`config.mk`:
```
export PLATFORM = sky130hd
export DESIGN_NAME = cmp_ctrl_top
export DESIGN_NICKNAME = d
export VERILOG_FILES = /design/src/hdl/cmp_ctrl_pkg.sv /design/src/hdl/cmp_channel.sv /design/src/hdl/cmp_ctrl_top.sv /design/src/hdl/cmp_sync3.sv
export VERILOG_INCLUDE_DIRS = /design/src /design/src/hdl
export SDC_FILE = /design/constraint.sdc
export NUM_CORES = 1
export LEC_CHECK = 0
export BUFFER_PORTS_ARGS = -buffer_cell sky130_fd_sc_hd__buf_4
export CAP_MARGIN = 20
export CELL_PAD_IN_SITES_DETAIL_PLACEMENT = 0
export CELL_PAD_IN_SITES_GLOBAL_PLACEMENT = 2
export CORE_MARGIN = 3
export CORE_UTILIZATION = 22
export CTS_CLUSTER_SIZE = 24
export DETAILED_ROUTE_END_ITERATION = 16
export PLACE_DENSITY = 0.86
export SYNTH_ARGS = -nofsm -noshare
export SYNTH_HDL_FRONTEND = slang
export SYNTH_SLANG_ARGS = --single-unit
```
`constraint.sdc`:
```
create_clock -name ref_clk -period 1.93 [get_ports ref_clk]
set_input_delay 0.193 -clock ref_clk [delete_from_list [all_inputs] [get_ports ref_clk]]
set_output_delay 0.193 -clock ref_clk [all_outputs]
set_load 0.1 [all_outputs]
```
`src/hdl/cmp_ctrl_cfg.svh`:
```
// register map, field positions, reset values and encodings
`ifndef CMP_CTRL_CFG_SVH
`define CMP_CTRL_CFG_SVH

// register indices; byte address is four times the index
`define CMP_A_CTRL_IDX 10'h09c
`define CMP_B_CTRL_IDX 10'h09d
`define EVT_STATUS_IDX 10'h0a0
`define EVT_MASK_IDX 10'h0a1

// control register fields
`define CTRL_ENABLE_BIT 7
`define CTRL_INT_ENABLE_BIT 6
`define CTRL_INT_REQUEST_BIT 5
`define CTRL_DRIVE_ENABLE_BIT 4
`define CTRL_INT_REF_BIT 3
`define CTRL_LIVE_RESULT_BIT 2
`define CTRL_REF_LEVEL_HI 1
`define CTRL_REF_LEVEL_LO 0

`define CMP_A_CTRL_RESET 8'h00
`define CMP_B_CTRL_RESET 8'h00
`define EVT_STATUS_RESET 2'h0
`define EVT_MASK_RESET 2'h0

// bits of the second control register that hold state
`define CMP_B_CTRL_MASK 8'hfc

// reference level codes: 0.9 V, 1.0 V, 1.1 V, 1.2 V
`define REF_LEVEL_0V9 2'h0
`define REF_LEVEL_1V0 2'h1
`define REF_LEVEL_1V1 2'h2
`define REF_LEVEL_1V2 2'h3

`define AXI_RESP_OKAY 2'h0
`define AXI_RESP_SLVERR 2'h2

`endif

```
`src/hdl/cmp_ctrl_pkg.sv`:
```
// types shared by the comparator control block
package cmp_ctrl_pkg;

  typedef struct packed {
    logic enable;
    logic int_enable;
    logic int_request;
    logic drive_enable;
    logic use_internal_ref;
    logic live_result;
    logic [1:0] ref_level_select;
  } ctrl_t;

  // one bit for each of the three shared pins of a comparator
  typedef struct packed {
    logic pos;
    logic neg;
    logic out;
  } pin_trio_t;

endpackage

```
`src/hdl/cmp_channel.sv`:
```
// pin steering and result capture for one comparator
`timescale 1ns/1ps
module cmp_channel (
  input wire logic ref_clk,
  input wire logic srst,
  input wire logic enable,
  input wire logic use_internal_ref,
  input wire logic drive_enable,
  input wire logic cmp_raw,
  input wire cmp_ctrl_pkg::pin_trio_t gpio_o,
  input wire cmp_ctrl_pkg::pin_trio_t gpio_oe,
  output cmp_ctrl_pkg::pin_trio_t pin_o,
  output cmp_ctrl_pkg::pin_trio_t pin_oe,
  output cmp_ctrl_pkg::pin_trio_t analog_sel,
  output logic result
);

  logic out_buf;

  cmp_sync3 u_sync (
    .ref_clk(ref_clk),
    .srst(srst),
    .async_in(cmp_raw),
    .sync_out(result)
  );

  // the pin sees a digital copy, never the analog stage itself
  always_ff @(posedge ref_clk) begin
    if (srst) begin
      out_buf <= 1'b0;
    end else begin
      out_buf <= result;
    end
  end

  always_comb begin
    analog_sel.pos = enable && !use_internal_ref;
    analog_sel.neg = enable;
    analog_sel.out = enable && drive_enable;
    // any pin not claimed above stays with general-purpose I/O
    pin_o.pos = gpio_o.pos;
    pin_oe.pos = analog_sel.pos ? 1'b0 : gpio_oe.pos;
    pin_o.neg = gpio_o.neg;
    pin_oe.neg = analog_sel.neg ? 1'b0 : gpio_oe.neg;
    pin_o.out = analog_sel.out ? out_buf : gpio_o.out;
    pin_oe.out = analog_sel.out ? 1'b1 : gpio_oe.out;
  end

endmodule

```
`src/hdl/cmp_ctrl_top.sv`:
```
// dual comparator control with an axi4-lite register slave
//
// Summary of operation
// - positive pin used when enabled, external reference
// - negative pin analog whenever comparator enabled
// - output pin driven when enabled and drive-enabled
// - all other cases leave pins as GPIO
// - disabled comparator returns every pin to GPIO
// - internal reference frees positive pin to GPIO
// - bits 1:0 of first register select reference
// - codes 00..11 give 0.9, 1.0, 1.1, 1.2 V
// - bit 2 read-only result, 1 when positive higher
// - result bit follows comparator live, unlatched
// - bit 5 latches high result until cleared
// - bit 6 gates request forwarding to interrupt
// - output pin fed through internal digital buffer
// - second register lacks bits 1:0, shares reference
//
// The AXI4-Lite register port is this design's own decision.
`timescale 1ns/1ps
`include "cmp_ctrl_cfg.svh"
module cmp_ctrl_top #(
  parameter int ADDR_W = 12
) (
  input wire logic ref_clk,
  input wire logic srst,
  // axi4-lite slave
  input wire logic [ADDR_W-1:0] s_axi_awaddr,
  input wire logic s_axi_awvalid,
  output logic s_axi_awready,
  input wire logic [31:0] s_axi_wdata,
  input wire logic [3:0] s_axi_wstrb,
  input wire logic s_axi_wvalid,
  output logic s_axi_wready,
  output logic [1:0] s_axi_bresp,
  output logic s_axi_bvalid,
  input wire logic s_axi_bready,
  input wire logic [ADDR_W-1:0] s_axi_araddr,
  input wire logic s_axi_arvalid,
  output logic s_axi_arready,
  output logic [31:0] s_axi_rdata,
  output logic [1:0] s_axi_rresp,
  output logic s_axi_rvalid,
  input wire logic s_axi_rready,
  // analog comparator cores
  input wire logic cmp_a_raw,
  input wire logic cmp_b_raw,
  output logic cmp_a_enable,
  output logic cmp_b_enable,
  output logic cmp_a_use_internal_ref,
  output logic cmp_b_use_internal_ref,
  output logic [1:0] ref_level_select,
  output logic [3:0] ref_tap_sel,
  // shared pins: positive input, negative input, output
  input wire cmp_ctrl_pkg::pin_trio_t cmp_a_gpio_o,
  input wire cmp_ctrl_pkg::pin_trio_t cmp_a_gpio_oe,
  output cmp_ctrl_pkg::pin_trio_t cmp_a_pin_o,
  output cmp_ctrl_pkg::pin_trio_t cmp_a_pin_oe,
  output cmp_ctrl_pkg::pin_trio_t cmp_a_analog_sel,
  input wire cmp_ctrl_pkg::pin_trio_t cmp_b_gpio_o,
  input wire cmp_ctrl_pkg::pin_trio_t cmp_b_gpio_oe,
  output cmp_ctrl_pkg::pin_trio_t cmp_b_pin_o,
  output cmp_ctrl_pkg::pin_trio_t cmp_b_pin_oe,
  output cmp_ctrl_pkg::pin_trio_t cmp_b_analog_sel,
  output logic irq
);

  localparam logic [ADDR_W-1:0] CMP_A_ADDR =
    ADDR_W'({`CMP_A_CTRL_IDX, 2'b00});
  localparam logic [ADDR_W-1:0] CMP_B_ADDR =
    ADDR_W'({`CMP_B_CTRL_IDX, 2'b00});
  localparam logic [ADDR_W-1:0] EVT_STATUS_ADDR =
    ADDR_W'({`EVT_STATUS_IDX, 2'b00});
  localparam logic [ADDR_W-1:0] EVT_MASK_ADDR =
    ADDR_W'({`EVT_MASK_IDX, 2'b00});
  localparam cmp_ctrl_pkg::ctrl_t A_INIT = `CMP_A_CTRL_RESET;
  localparam cmp_ctrl_pkg::ctrl_t B_INIT = `CMP_B_CTRL_RESET;

  cmp_ctrl_pkg::ctrl_t cmp_a_ctrl;
  cmp_ctrl_pkg::ctrl_t cmp_b_ctrl;
  logic [1:0] evt_status;
  logic [1:0] evt_mask;
  logic cmp_a_live_result;
  logic cmp_b_live_result;
  logic [1:0] fwd_prev;
  logic [1:0] fwd_now;

  // write channel state
  logic aw_held;
  logic w_held;
  logic [ADDR_W-1:0] aw_addr;
  logic [7:0] w_byte;
  logic w_lane0;
  logic do_write;
  logic wr_a;
  logic wr_b;
  logic wr_mask;
  logic wr_hit;

  // read channel state
  logic rd_take;
  logic [31:0] next_rdata;
  logic rd_hit;
  logic rd_status;

  // ---------------------------------------------------------------
  // write path: address and data are taken in either order
  // ---------------------------------------------------------------
  assign s_axi_awready = !aw_held;
  assign s_axi_wready = !w_held;
  assign do_write = aw_held && w_held && !s_axi_bvalid;

  always_ff @(posedge ref_clk) begin
    if (srst) begin
      aw_held <= 1'b0;
      aw_addr <= '0;
    end else if (s_axi_awvalid && s_axi_awready) begin
      aw_held <= 1'b1;
      aw_addr <= s_axi_awaddr;
    end else if (do_write) begin
      aw_held <= 1'b0;
    end
  end

  always_ff @(posedge ref_clk) begin
    if (srst) begin
      w_held <= 1'b0;
      w_byte <= 8'h00;
      w_lane0 <= 1'b0;
    end else if (s_axi_wvalid && s_axi_wready) begin
      w_held <= 1'b1;
      w_byte <= s_axi_wdata[7:0];
      w_lane0 <= s_axi_wstrb[0];
    end else if (do_write) begin
      w_held <= 1'b0;
    end
  end

  // only byte lane 0 carries register bits; other lanes are ignored
  always_comb begin
    wr_a = do_write && w_lane0 && (aw_addr == CMP_A_ADDR);
    wr_b = do_write && w_lane0 && (aw_addr == CMP_B_ADDR);
    wr_mask = do_write && w_lane0 && (aw_addr == EVT_MASK_ADDR);
    wr_hit = (aw_addr == CMP_A_ADDR) || (aw_addr == CMP_B_ADDR) ||
      (aw_addr == EVT_MASK_ADDR) || (aw_addr == EVT_STATUS_ADDR);
  end

  always_ff @(posedge ref_clk) begin
    if (srst) begin
      s_axi_bvalid <= 1'b0;
      s_axi_bresp <= `AXI_RESP_OKAY;
    end else if (do_write) begin
      s_axi_bvalid <= 1'b1;
      s_axi_bresp <= wr_hit ? `AXI_RESP_OKAY : `AXI_RESP_SLVERR;
    end else if (s_axi_bready) begin
      s_axi_bvalid <= 1'b0;
    end
  end

  // ---------------------------------------------------------------
  // control registers
  // ---------------------------------------------------------------
  always_ff @(posedge ref_clk) begin
    if (srst) begin
      cmp_a_ctrl.enable <= A_INIT.enable;
      cmp_a_ctrl.int_enable <= A_INIT.int_enable;
      cmp_a_ctrl.drive_enable <= A_INIT.drive_enable;
      cmp_a_ctrl.use_internal_ref <= A_INIT.use_internal_ref;
      cmp_a_ctrl.ref_level_select <= A_INIT.ref_level_select;
    end else if (wr_a) begin
      cmp_a_ctrl.enable <= w_byte[`CTRL_ENABLE_BIT];
      cmp_a_ctrl.int_enable <= w_byte[`CTRL_INT_ENABLE_BIT];
      cmp_a_ctrl.drive_enable <= w_byte[`CTRL_DRIVE_ENABLE_BIT];
      cmp_a_ctrl.use_internal_ref <= w_byte[`CTRL_INT_REF_BIT];
      cmp_a_ctrl.ref_level_select <=
        w_byte[`CTRL_REF_LEVEL_HI:`CTRL_REF_LEVEL_LO];
    end
  end

  // the second register keeps no reference field of its own
  always_ff @(posedge ref_clk) begin
    if (srst) begin
      cmp_b_ctrl.enable <= B_INIT.enable;
      cmp_b_ctrl.int_enable <= B_INIT.int_enable;
      cmp_b_ctrl.drive_enable <= B_INIT.drive_enable;
      cmp_b_ctrl.use_internal_ref <= B_INIT.use_internal_ref;
    end else if (wr_b) begin
      cmp_b_ctrl.enable <= w_byte[`CTRL_ENABLE_BIT];
      cmp_b_ctrl.int_enable <= w_byte[`CTRL_INT_ENABLE_BIT];
      cmp_b_ctrl.drive_enable <= w_byte[`CTRL_DRIVE_ENABLE_BIT];
      cmp_b_ctrl.use_internal_ref <= w_byte[`CTRL_INT_REF_BIT];
    end
  end

  // ---------------------------------------------------------------
  // latched request flags: a high result while enabled sets the flag,
  // and the set beats a software clear landing in the same cycle
  // ---------------------------------------------------------------
  always_ff @(posedge ref_clk) begin
    if (srst) begin
      cmp_a_ctrl.int_request <= A_INIT.int_request;
    end else if (cmp_a_ctrl.enable && cmp_a_live_result) begin
      cmp_a_ctrl.int_request <= 1'b1;
    end else if (wr_a) begin
      // hardware never drops the flag; only software does
      cmp_a_ctrl.int_request <= w_byte[`CTRL_INT_REQUEST_BIT];
    end
  end

  always_ff @(posedge ref_clk) begin
    if (srst) begin
      cmp_b_ctrl.int_request <= B_INIT.int_request;
    end else if (cmp_b_ctrl.enable && cmp_b_live_result) begin
      cmp_b_ctrl.int_request <= 1'b1;
    end else if (wr_b) begin
      cmp_b_ctrl.int_request <= w_byte[`CTRL_INT_REQUEST_BIT];
    end
  end

  // the struct copies of the live result are unused; the read mux
  // takes the synchronised result directly
  always_ff @(posedge ref_clk) begin
    if (srst) begin
      cmp_a_ctrl.live_result <= A_INIT.live_result;
      cmp_b_ctrl.live_result <= B_INIT.live_result;
      cmp_b_ctrl.ref_level_select <= B_INIT.ref_level_select;
    end else begin
      cmp_a_ctrl.live_result <= cmp_a_live_result;
      cmp_b_ctrl.live_result <= cmp_b_live_result;
      cmp_b_ctrl.ref_level_select <= 2'h0;
    end
  end

  // ---------------------------------------------------------------
  // comparator channels
  // ---------------------------------------------------------------
  cmp_channel u_cmp_a (
    .ref_clk(ref_clk),
    .srst(srst),
    .enable(cmp_a_ctrl.enable),
    .use_internal_ref(cmp_a_ctrl.use_internal_ref),
    .drive_enable(cmp_a_ctrl.drive_enable),
    .cmp_raw(cmp_a_raw),
    .gpio_o(cmp_a_gpio_o),
    .gpio_oe(cmp_a_gpio_oe),
    .pin_o(cmp_a_pin_o),
    .pin_oe(cmp_a_pin_oe),
    .analog_sel(cmp_a_analog_sel),
    .result(cmp_a_live_result)
  );

  cmp_channel u_cmp_b (
    .ref_clk(ref_clk),
    .srst(srst),
    .enable(cmp_b_ctrl.enable),
    .use_internal_ref(cmp_b_ctrl.use_internal_ref),
    .drive_enable(cmp_b_ctrl.drive_enable),
    .cmp_raw(cmp_b_raw),
    .gpio_o(cmp_b_gpio_o),
    .gpio_oe(cmp_b_gpio_oe),
    .pin_o(cmp_b_pin_o),
    .pin_oe(cmp_b_pin_oe),
    .analog_sel(cmp_b_analog_sel),
    .result(cmp_b_live_result)
  );

  always_comb begin
    cmp_a_enable = cmp_a_ctrl.enable;
    cmp_b_enable = cmp_b_ctrl.enable;
    cmp_a_use_internal_ref = cmp_a_ctrl.enable &&
      cmp_a_ctrl.use_internal_ref;
    cmp_b_use_internal_ref = cmp_b_ctrl.enable &&
      cmp_b_ctrl.use_internal_ref;
    // one reference serves both comparators
    ref_level_select = cmp_a_ctrl.ref_level_select;
  end

  // one-hot tap for the reference ladder; bit 0 is the lowest level
  always_comb begin
    unique case (cmp_a_ctrl.ref_level_select)
      `REF_LEVEL_0V9: ref_tap_sel = 4'h1;
      `REF_LEVEL_1V0: ref_tap_sel = 4'h2;
      `REF_LEVEL_1V1: ref_tap_sel = 4'h4;
      `REF_LEVEL_1V2: ref_tap_sel = 4'h8;
    endcase
  end

  // ---------------------------------------------------------------
  // interrupt events: a forwarded request rising sets a sticky bit
  // ---------------------------------------------------------------
  always_comb begin
    fwd_now[0] = cmp_a_ctrl.int_request && cmp_a_ctrl.int_enable;
    fwd_now[1] = cmp_b_ctrl.int_request && cmp_b_ctrl.int_enable;
  end

  always_ff @(posedge ref_clk) begin
    if (srst) begin
      fwd_prev <= 2'h0;
    end else begin
      fwd_prev <= fwd_now;
    end
  end

  // a read of the status register clears it, but a new event wins
  always_ff @(posedge ref_clk) begin
    if (srst) begin
      evt_status <= `EVT_STATUS_RESET;
    end else begin
      evt_status <= ((rd_take && rd_status) ? 2'h0 : evt_status) |
        (fwd_now & ~fwd_prev);
    end
  end

  always_ff @(posedge ref_clk) begin
    if (srst) begin
      evt_mask <= `EVT_MASK_RESET;
    end else if (wr_mask) begin
      evt_mask <= w_byte[1:0];
    end
  end

  assign irq = |(evt_status & evt_mask);

  // ---------------------------------------------------------------
  // read path: one request at a time, answer on the next edge
  // ---------------------------------------------------------------
  assign s_axi_arready = !s_axi_rvalid;
  assign rd_take = s_axi_arvalid && s_axi_arready;
  assign rd_status = (s_axi_araddr == EVT_STATUS_ADDR);

  always_comb begin
    next_rdata = 32'h0000_0000;
    rd_hit = 1'b1;
    if (s_axi_araddr == CMP_A_ADDR) begin
      next_rdata[7:0] = {cmp_a_ctrl.enable, cmp_a_ctrl.int_enable,
        cmp_a_ctrl.int_request, cmp_a_ctrl.drive_enable,
        cmp_a_ctrl.use_internal_ref, cmp_a_live_result,
        cmp_a_ctrl.ref_level_select};
    end else if (s_axi_araddr == CMP_B_ADDR) begin
      next_rdata[7:0] = {cmp_b_ctrl.enable, cmp_b_ctrl.int_enable,
        cmp_b_ctrl.int_request, cmp_b_ctrl.drive_enable,
        cmp_b_ctrl.use_internal_ref, cmp_b_live_result,
        cmp_b_ctrl.ref_level_select};
    end else if (rd_status) begin
      next_rdata[1:0] = evt_status;
    end else if (s_axi_araddr == EVT_MASK_ADDR) begin
      next_rdata[1:0] = evt_mask;
    end else begin
      rd_hit = 1'b0;
    end
  end

  always_ff @(posedge ref_clk) begin
    if (srst) begin
      s_axi_rvalid <= 1'b0;
      s_axi_rdata <= 32'h0000_0000;
      s_axi_rresp <= `AXI_RESP_OKAY;
    end else if (rd_take) begin
      s_axi_rvalid <= 1'b1;
      s_axi_rdata <= next_rdata;
      s_axi_rresp <= rd_hit ? `AXI_RESP_OKAY : `AXI_RESP_SLVERR;
    end else if (s_axi_rready) begin
      s_axi_rvalid <= 1'b0;
    end
  end

endmodule

```
`src/hdl/cmp_sync3.sv`:
```
// three-stage synchroniser that accepts a change once stages agree
`timescale 1ns/1ps
module cmp_sync3 (
  input wire logic ref_clk,
  input wire logic srst,
  input wire logic async_in,
  output logic sync_out
);

  logic stage1;
  logic stage2;
  logic stage3;

  always_ff @(posedge ref_clk) begin
    if (srst) begin
      stage1 <= 1'b0;
      stage2 <= 1'b0;
      stage3 <= 1'b0;
    end else begin
      stage1 <= async_in;
      stage2 <= stage1;
      stage3 <= stage2;
    end
  end

  // a result that is still moving between stages keeps the old value
  always_ff @(posedge ref_clk) begin
    if (srst) begin
      sync_out <= 1'b0;
    end else if (stage2 == stage3) begin
      sync_out <= stage3;
    end
  end

endmodule
```
### Word-level counts from Yosys, hierarchy flattened

Index checks and enable logic that the tools add are counted.

* memory bits (read-only): 0
* memories kept: 0
* bits in registers: 67
* bits in latches: 0
* word-level logic and storage cells: 121
* RAM bits: 0

* reduce and logical (&&, ||, !) cells: 37
* multiply operators: 0
* shift operators: 0
* mux-type cells: 32
* equal/unequal tests: 13
* order comparisons: 0
* bitwise logic cells: 4
* add/sub/neg operators: 0
* div/mod/pow operators: 0

Operators with widths (count)
* == test 12 x 10 -> 1 bit, second input constant: 8
* 2-to-1 mux 1 bit: 23
* logical AND 1 bit: 20
* one-hot mux 4 bit (4 select lines): 1
* 2-to-1 mux 2 bit: 6
* nonzero test 2 bit: 6
* 2-to-1 mux 8 bit: 1
* zero test 1 bit: 6
* 2-to-1 mux 6 bit: 1
* bitwise AND 2 bit: 2
* == test 2 bit, second input constant: 2
* logical OR 1 bit: 3
* == test 1 bit: 2
* == test 2 x 1 -> 1 bit, second input constant: 1
* zero test 2 bit: 1
* inverter 2 bit: 1
* OR 2 bit: 1
* OR reduction 2 bit: 1

### Logic depth before layout (Yosys ltp)

* depth in word-level cells: 6
* mapped depth: 5
* depth with buffers taken out: 4

### Cells and area by module

From an unflattened synthesis, not the netlist that was laid out.

* cells, all modules: 334
* area, all modules: 2869.0 µm²

By module, submodules not included
* cmp_ctrl_top: area an instance 2446.1 µm², instances 1, cells an instance 292, sequential area each 1041.0 µm²
* cmp_sync3: area an instance 112.6 µm², instances 2, cells an instance 10, sequential area each 80.1 µm²
* cmp_channel: area an instance 98.8 µm², instances 2, cells an instance 11, sequential area each 20.0 µm²

### Worst setup path after synthesis

Ideal clock, no wire load.

* path kind: reg2out
* start point: register cmp_a_enable (netlist name)
* end point: output cmp_a_pin_oe[2] (netlist bit)
* cell stages (with the launch flop): 3
* arrival time: 3.474 ns
* data required time: 1.737 ns
* path buffers: 0
* setup slack: -1.737 ns
* cells stage by stage: dfxtp_1 -> nor2b_1 -> nor2b_1

RTL lines
* end, declared: RTL line cmp_ctrl_top.sv:58 `output cmp_ctrl_pkg::pin_trio_t cmp_a_pin_oe,`

### Worst setup path after layout

* start point: register aw_addr[0]
* end point: register cmp_a_ctrl[5] (netlist bit)

* cells in the longest elaborated chain, start to end: 3

Ends and longest elaborated chain
* start, declared: RTL line cmp_ctrl_top.sv:91 `logic [ADDR_W-1:0] aw_addr;`
* start signal, assigned: RTL line cmp_ctrl_top.sv:119 `aw_addr <= s_axi_awaddr;`
* == test 12 x 10 -> 1 bit: RTL line cmp_ctrl_top.sv:141 `wr_a = do_write && w_lane0 && (aw_addr == CMP_A_ADDR);`
* logical AND 1 bit: RTL line cmp_ctrl_top.sv:141
* nonzero test 2 bit (no source line)
* end, declared: RTL line cmp_ctrl_top.sv:79 `cmp_ctrl_pkg::ctrl_t cmp_a_ctrl;`

Every way passes these cells.
A chain may end at the register's enable or synchronous reset.

==> flow_summary.toml <==
[timing]
period_needed_ps = 1850
clock.fmax_ghz = 0.542
final_max_slew_viol_count = 0
fin_ws_ps = 84.8
timing.setup.tns_ps = 0
clock-skew-final_ps = 6.69
fin_crit_sh = 0.956
rsz0062_at_grt = "false"
final-setup-viol-count = 0
timing.final.hold_violations = 0

[finish]
antenna_cells = 0
n_fill_cell = 1335
drive_above_1_share = 0.335
num-nets-final = 488
syn_to_final_growth_pct = 37.4

[synth]
synth_area_leader_cell = "dfxtp_1"
synth_compound_area_frac = 0.110
synth.area.top_cells = "dfxtp_1 (44%), buf_4 (9.0%), mux2i_1 (4.9%), nand2_1 (4.8%), nor2b_1 (4.2%)"
synth_area_per_cell_um2 = 8.79
synth_top_family_by_area = "simple AND/OR/NAND/NOR gates"
synth-seq-cells = 62
netlist.area_leader.share = 0.437
syn_inst = 323
syn_area_um2 = 2840
synth_xor_xnor_area_share = 0
yosys.area_share.simple = 0.246
yosysSeqAreaShare = 0.437
synthMuxAreaShare = 0.0890
synth_cell_type_count = 38
yosys_warnings = 0
yosys.area_share.adder = 0

[floorplan]
io_pins = 151
die_h_um = 120
initial_core_util = 0.231
rows = 40
die_w_um = 120
core_region_area_um2 = 12300
dieArea_um2 = 14300

[critical_path]
slowest_stage = "or4b_1"
critical_path.max_fanout = 5
r2r_end = "cmp_a_ctrl[5]$_SDFFE_PP0P_"
ff2ff_path_depth = 4
cp-start-kind = "register"
cpPeakStageDelay_ps = 470
critPathLaunch = "aw_addr[0]$_SDFFE_PP0P_"
crit_path_frequent_cell = "or3_4"
crit_arrival_ps = 2090
crit_type = "reg2reg"
cp.required_ps = 2170
cp-end-kind = "register"
r2r_slack_ps = 80
r2r_start = "aw_addr[0]$_SDFFE_PP0P_"
path_cells = "or3_4 -> or3_4 -> or4b_1 -> a31oi_1"

[clock_network]
clock_tree.root_cell = "clkbuf_16"
path_clk_slew_ps = 50
postCtsHoldBufs = 0
cts_tree = "yes"
cts_htree_levels = 3
cts_buffer_depth = 2
clock_latency_ps = 320
cts_made_buffers = 9
cts.sinks = 62

[power]
leakagePower_nw = 1.61
ir_worst_vdd_uv = 374
power.density_nw_per_um2 = 918

[route]
wl_per_cell_um = 12.2
drc = 0
detail-route-antenna-nets = 0
dr.pass1.iters = 4
via_per_inst = 4.14
drt-total-wl_um = 7080
vias = 2401
drt_iter0_drc = 108

[worst_hold_path]
whs_endpoint = "s_axi_rvalid$_SDFFE_PP0P_"
min_path_cells = 2
hold_path_class = "in2reg"
min-delay-start = "s_axi_rready"

[grt]
grt-ovfl-total = 0
grt_usage = 0.101
grt_max_degree = 38
antenna_found_initial = 0
grt_pass1_vias = 2412
grt_first_pass_wirelength_um = 11800

[placement]
io_buffers = 88
dpl.hpwl_um = 5420
gp_congestion = 0.781
dp_slack_ps = 61.3

[run_status]
outcome = "completed"

[job]
timing.max_cap.violations = 0
## power breakdown
part / leakage [nW] / internal [mW] / switching (mW)
sequential: 0.508 / 1.32 / 0.0290
clock: 0.146 / 1.07 / 0.538
combinational: 0.952 / 0.152 / 0.474
total: 1.61 / 2.54 / 1.04
## through the flow
step	hold slack, ps	total power [mW]	instance area (um^2)	util	cells
6_report	50.2	3.58	3900	0.317	580
4_1_cts	39.8	3.62	3900	0.316	580
2_1_floorplan	285	1.93	2970	-	348
5_1_grt	56.8	3.72	3900	0.317	580
3_5_place_dp	382	2.00	3590	0.292	564
3_3_place_gp	375	2.00	3590	0.292	564
## layout make-up
type	count	area [um^2]	area share
Multi-Input combinational cell	234	1400	0.358
Sequential cell	62	1250	0.321
Timing Repair Buffer	97	728	0.187
Clock buffer	13	260	0.0667
Tap cell	168	210	0.0539
Clock inverter	3	42.5	0.0109
Inverter	3	11.3	0.00289
## worst max-delay path by stage
stage | to | cells past startpoint
after floorplan | ref_tap_sel[1] | 1
after global placement | cmp_a_ctrl[5]$_SDFFE_PP0P_ | 4
after detailed placement | cmp_a_ctrl[5]$_SDFFE_PP0P_ | 4
after CTS | cmp_a_ctrl[5]$_SDFFE_PP0P_ | 4
after global routing | cmp_a_ctrl[5]$_SDFFE_PP0P_ | 4
final | cmp_a_ctrl[5]$_SDFFE_PP0P_ | 4
## critical path, delay by kind of cell, from the launching register on
kind | cells | cell delay, ps
flip-flops | 1 | 310
AO/OA/AOI/OAI | 1 | 180
AND/OR/NAND/NOR | 3 | 1270
## kinds of logic after synthesis
kind of cell | after synthesis
compound gates | 53
flops | 62
buf+inv | 52
mux | 24
other cells | 1
simple gates | 131
## state kept, by name (all words and copies together) (netlist names), 2 cells and up
signal	cells
w_byte	7
aw_addr	12
cmp_a_ctrl	4
ref_level_select	2
evt_mask	2
evt_status	2
cmp_b_ctrl	4
s_axi_rdata	8
fwd_prev	2
## cell usage after synthesis
cell and instances:
a22oi_1 8, or2_2 2, and2_1 5, a41oi_1 1, buf_6 1, mux2i_1 14, nor3b_1 1, a211oi_1 3
clkbuf_1 11, a32oi_1 1, nor2_1 24, nand2b_1 13, nor3_4 1, a31oi_1 1, a22o_1 1, or4b_1 3
and4b_1 1, or3_4 1, nand4b_1 2, nor2b_1 19, nor3_1 7, and4_1 1, inv_1 3, or3_1 2
nand3_1 8, buf_4 34, buf_1 3, mux2_2 10, nor4b_1 3, a21oi_1 23, nand3b_1 1, nand2_1 36
dfxtp_1 62, and3_1 1, o21ai_1 1, o21ai_0 11, o31ai_1 3, conb_1 1
## cell usage in the layout, fill, tap and decap left out, types with 4 or more instances in the layout
master	Yosys	layout
buf_4	34	97
dfxtp_1	62	58
nand2_1	36	36
conb_1	1	26
nor2_1	24	24
a21oi_1	23	23
mux2i_1	14	14
nor2b_1	19	13
nand2b_1	13	13
o21ai_0	11	11
mux2_2	10	10
clkbuf_16	0	9
nand3_1	8	8
a22oi_1	8	8
nor3_1	7	7
nor2b_2	0	4
## routing by layer
metal  GRT usage  wire, um  up-vias
met5           0         0        -
met4      0.0243        36        0
met3      0.0363       486        6
met2       0.170      3420       77
met1       0.122      3130     1107
li1            -         -     1211
## what timing repair did
item,4_1_cts,5_1_grt
resized for setup,0,1
endpoints found under the setup margin,0,1
setup buffers,0,0
(Power assumes the default switching activity.)
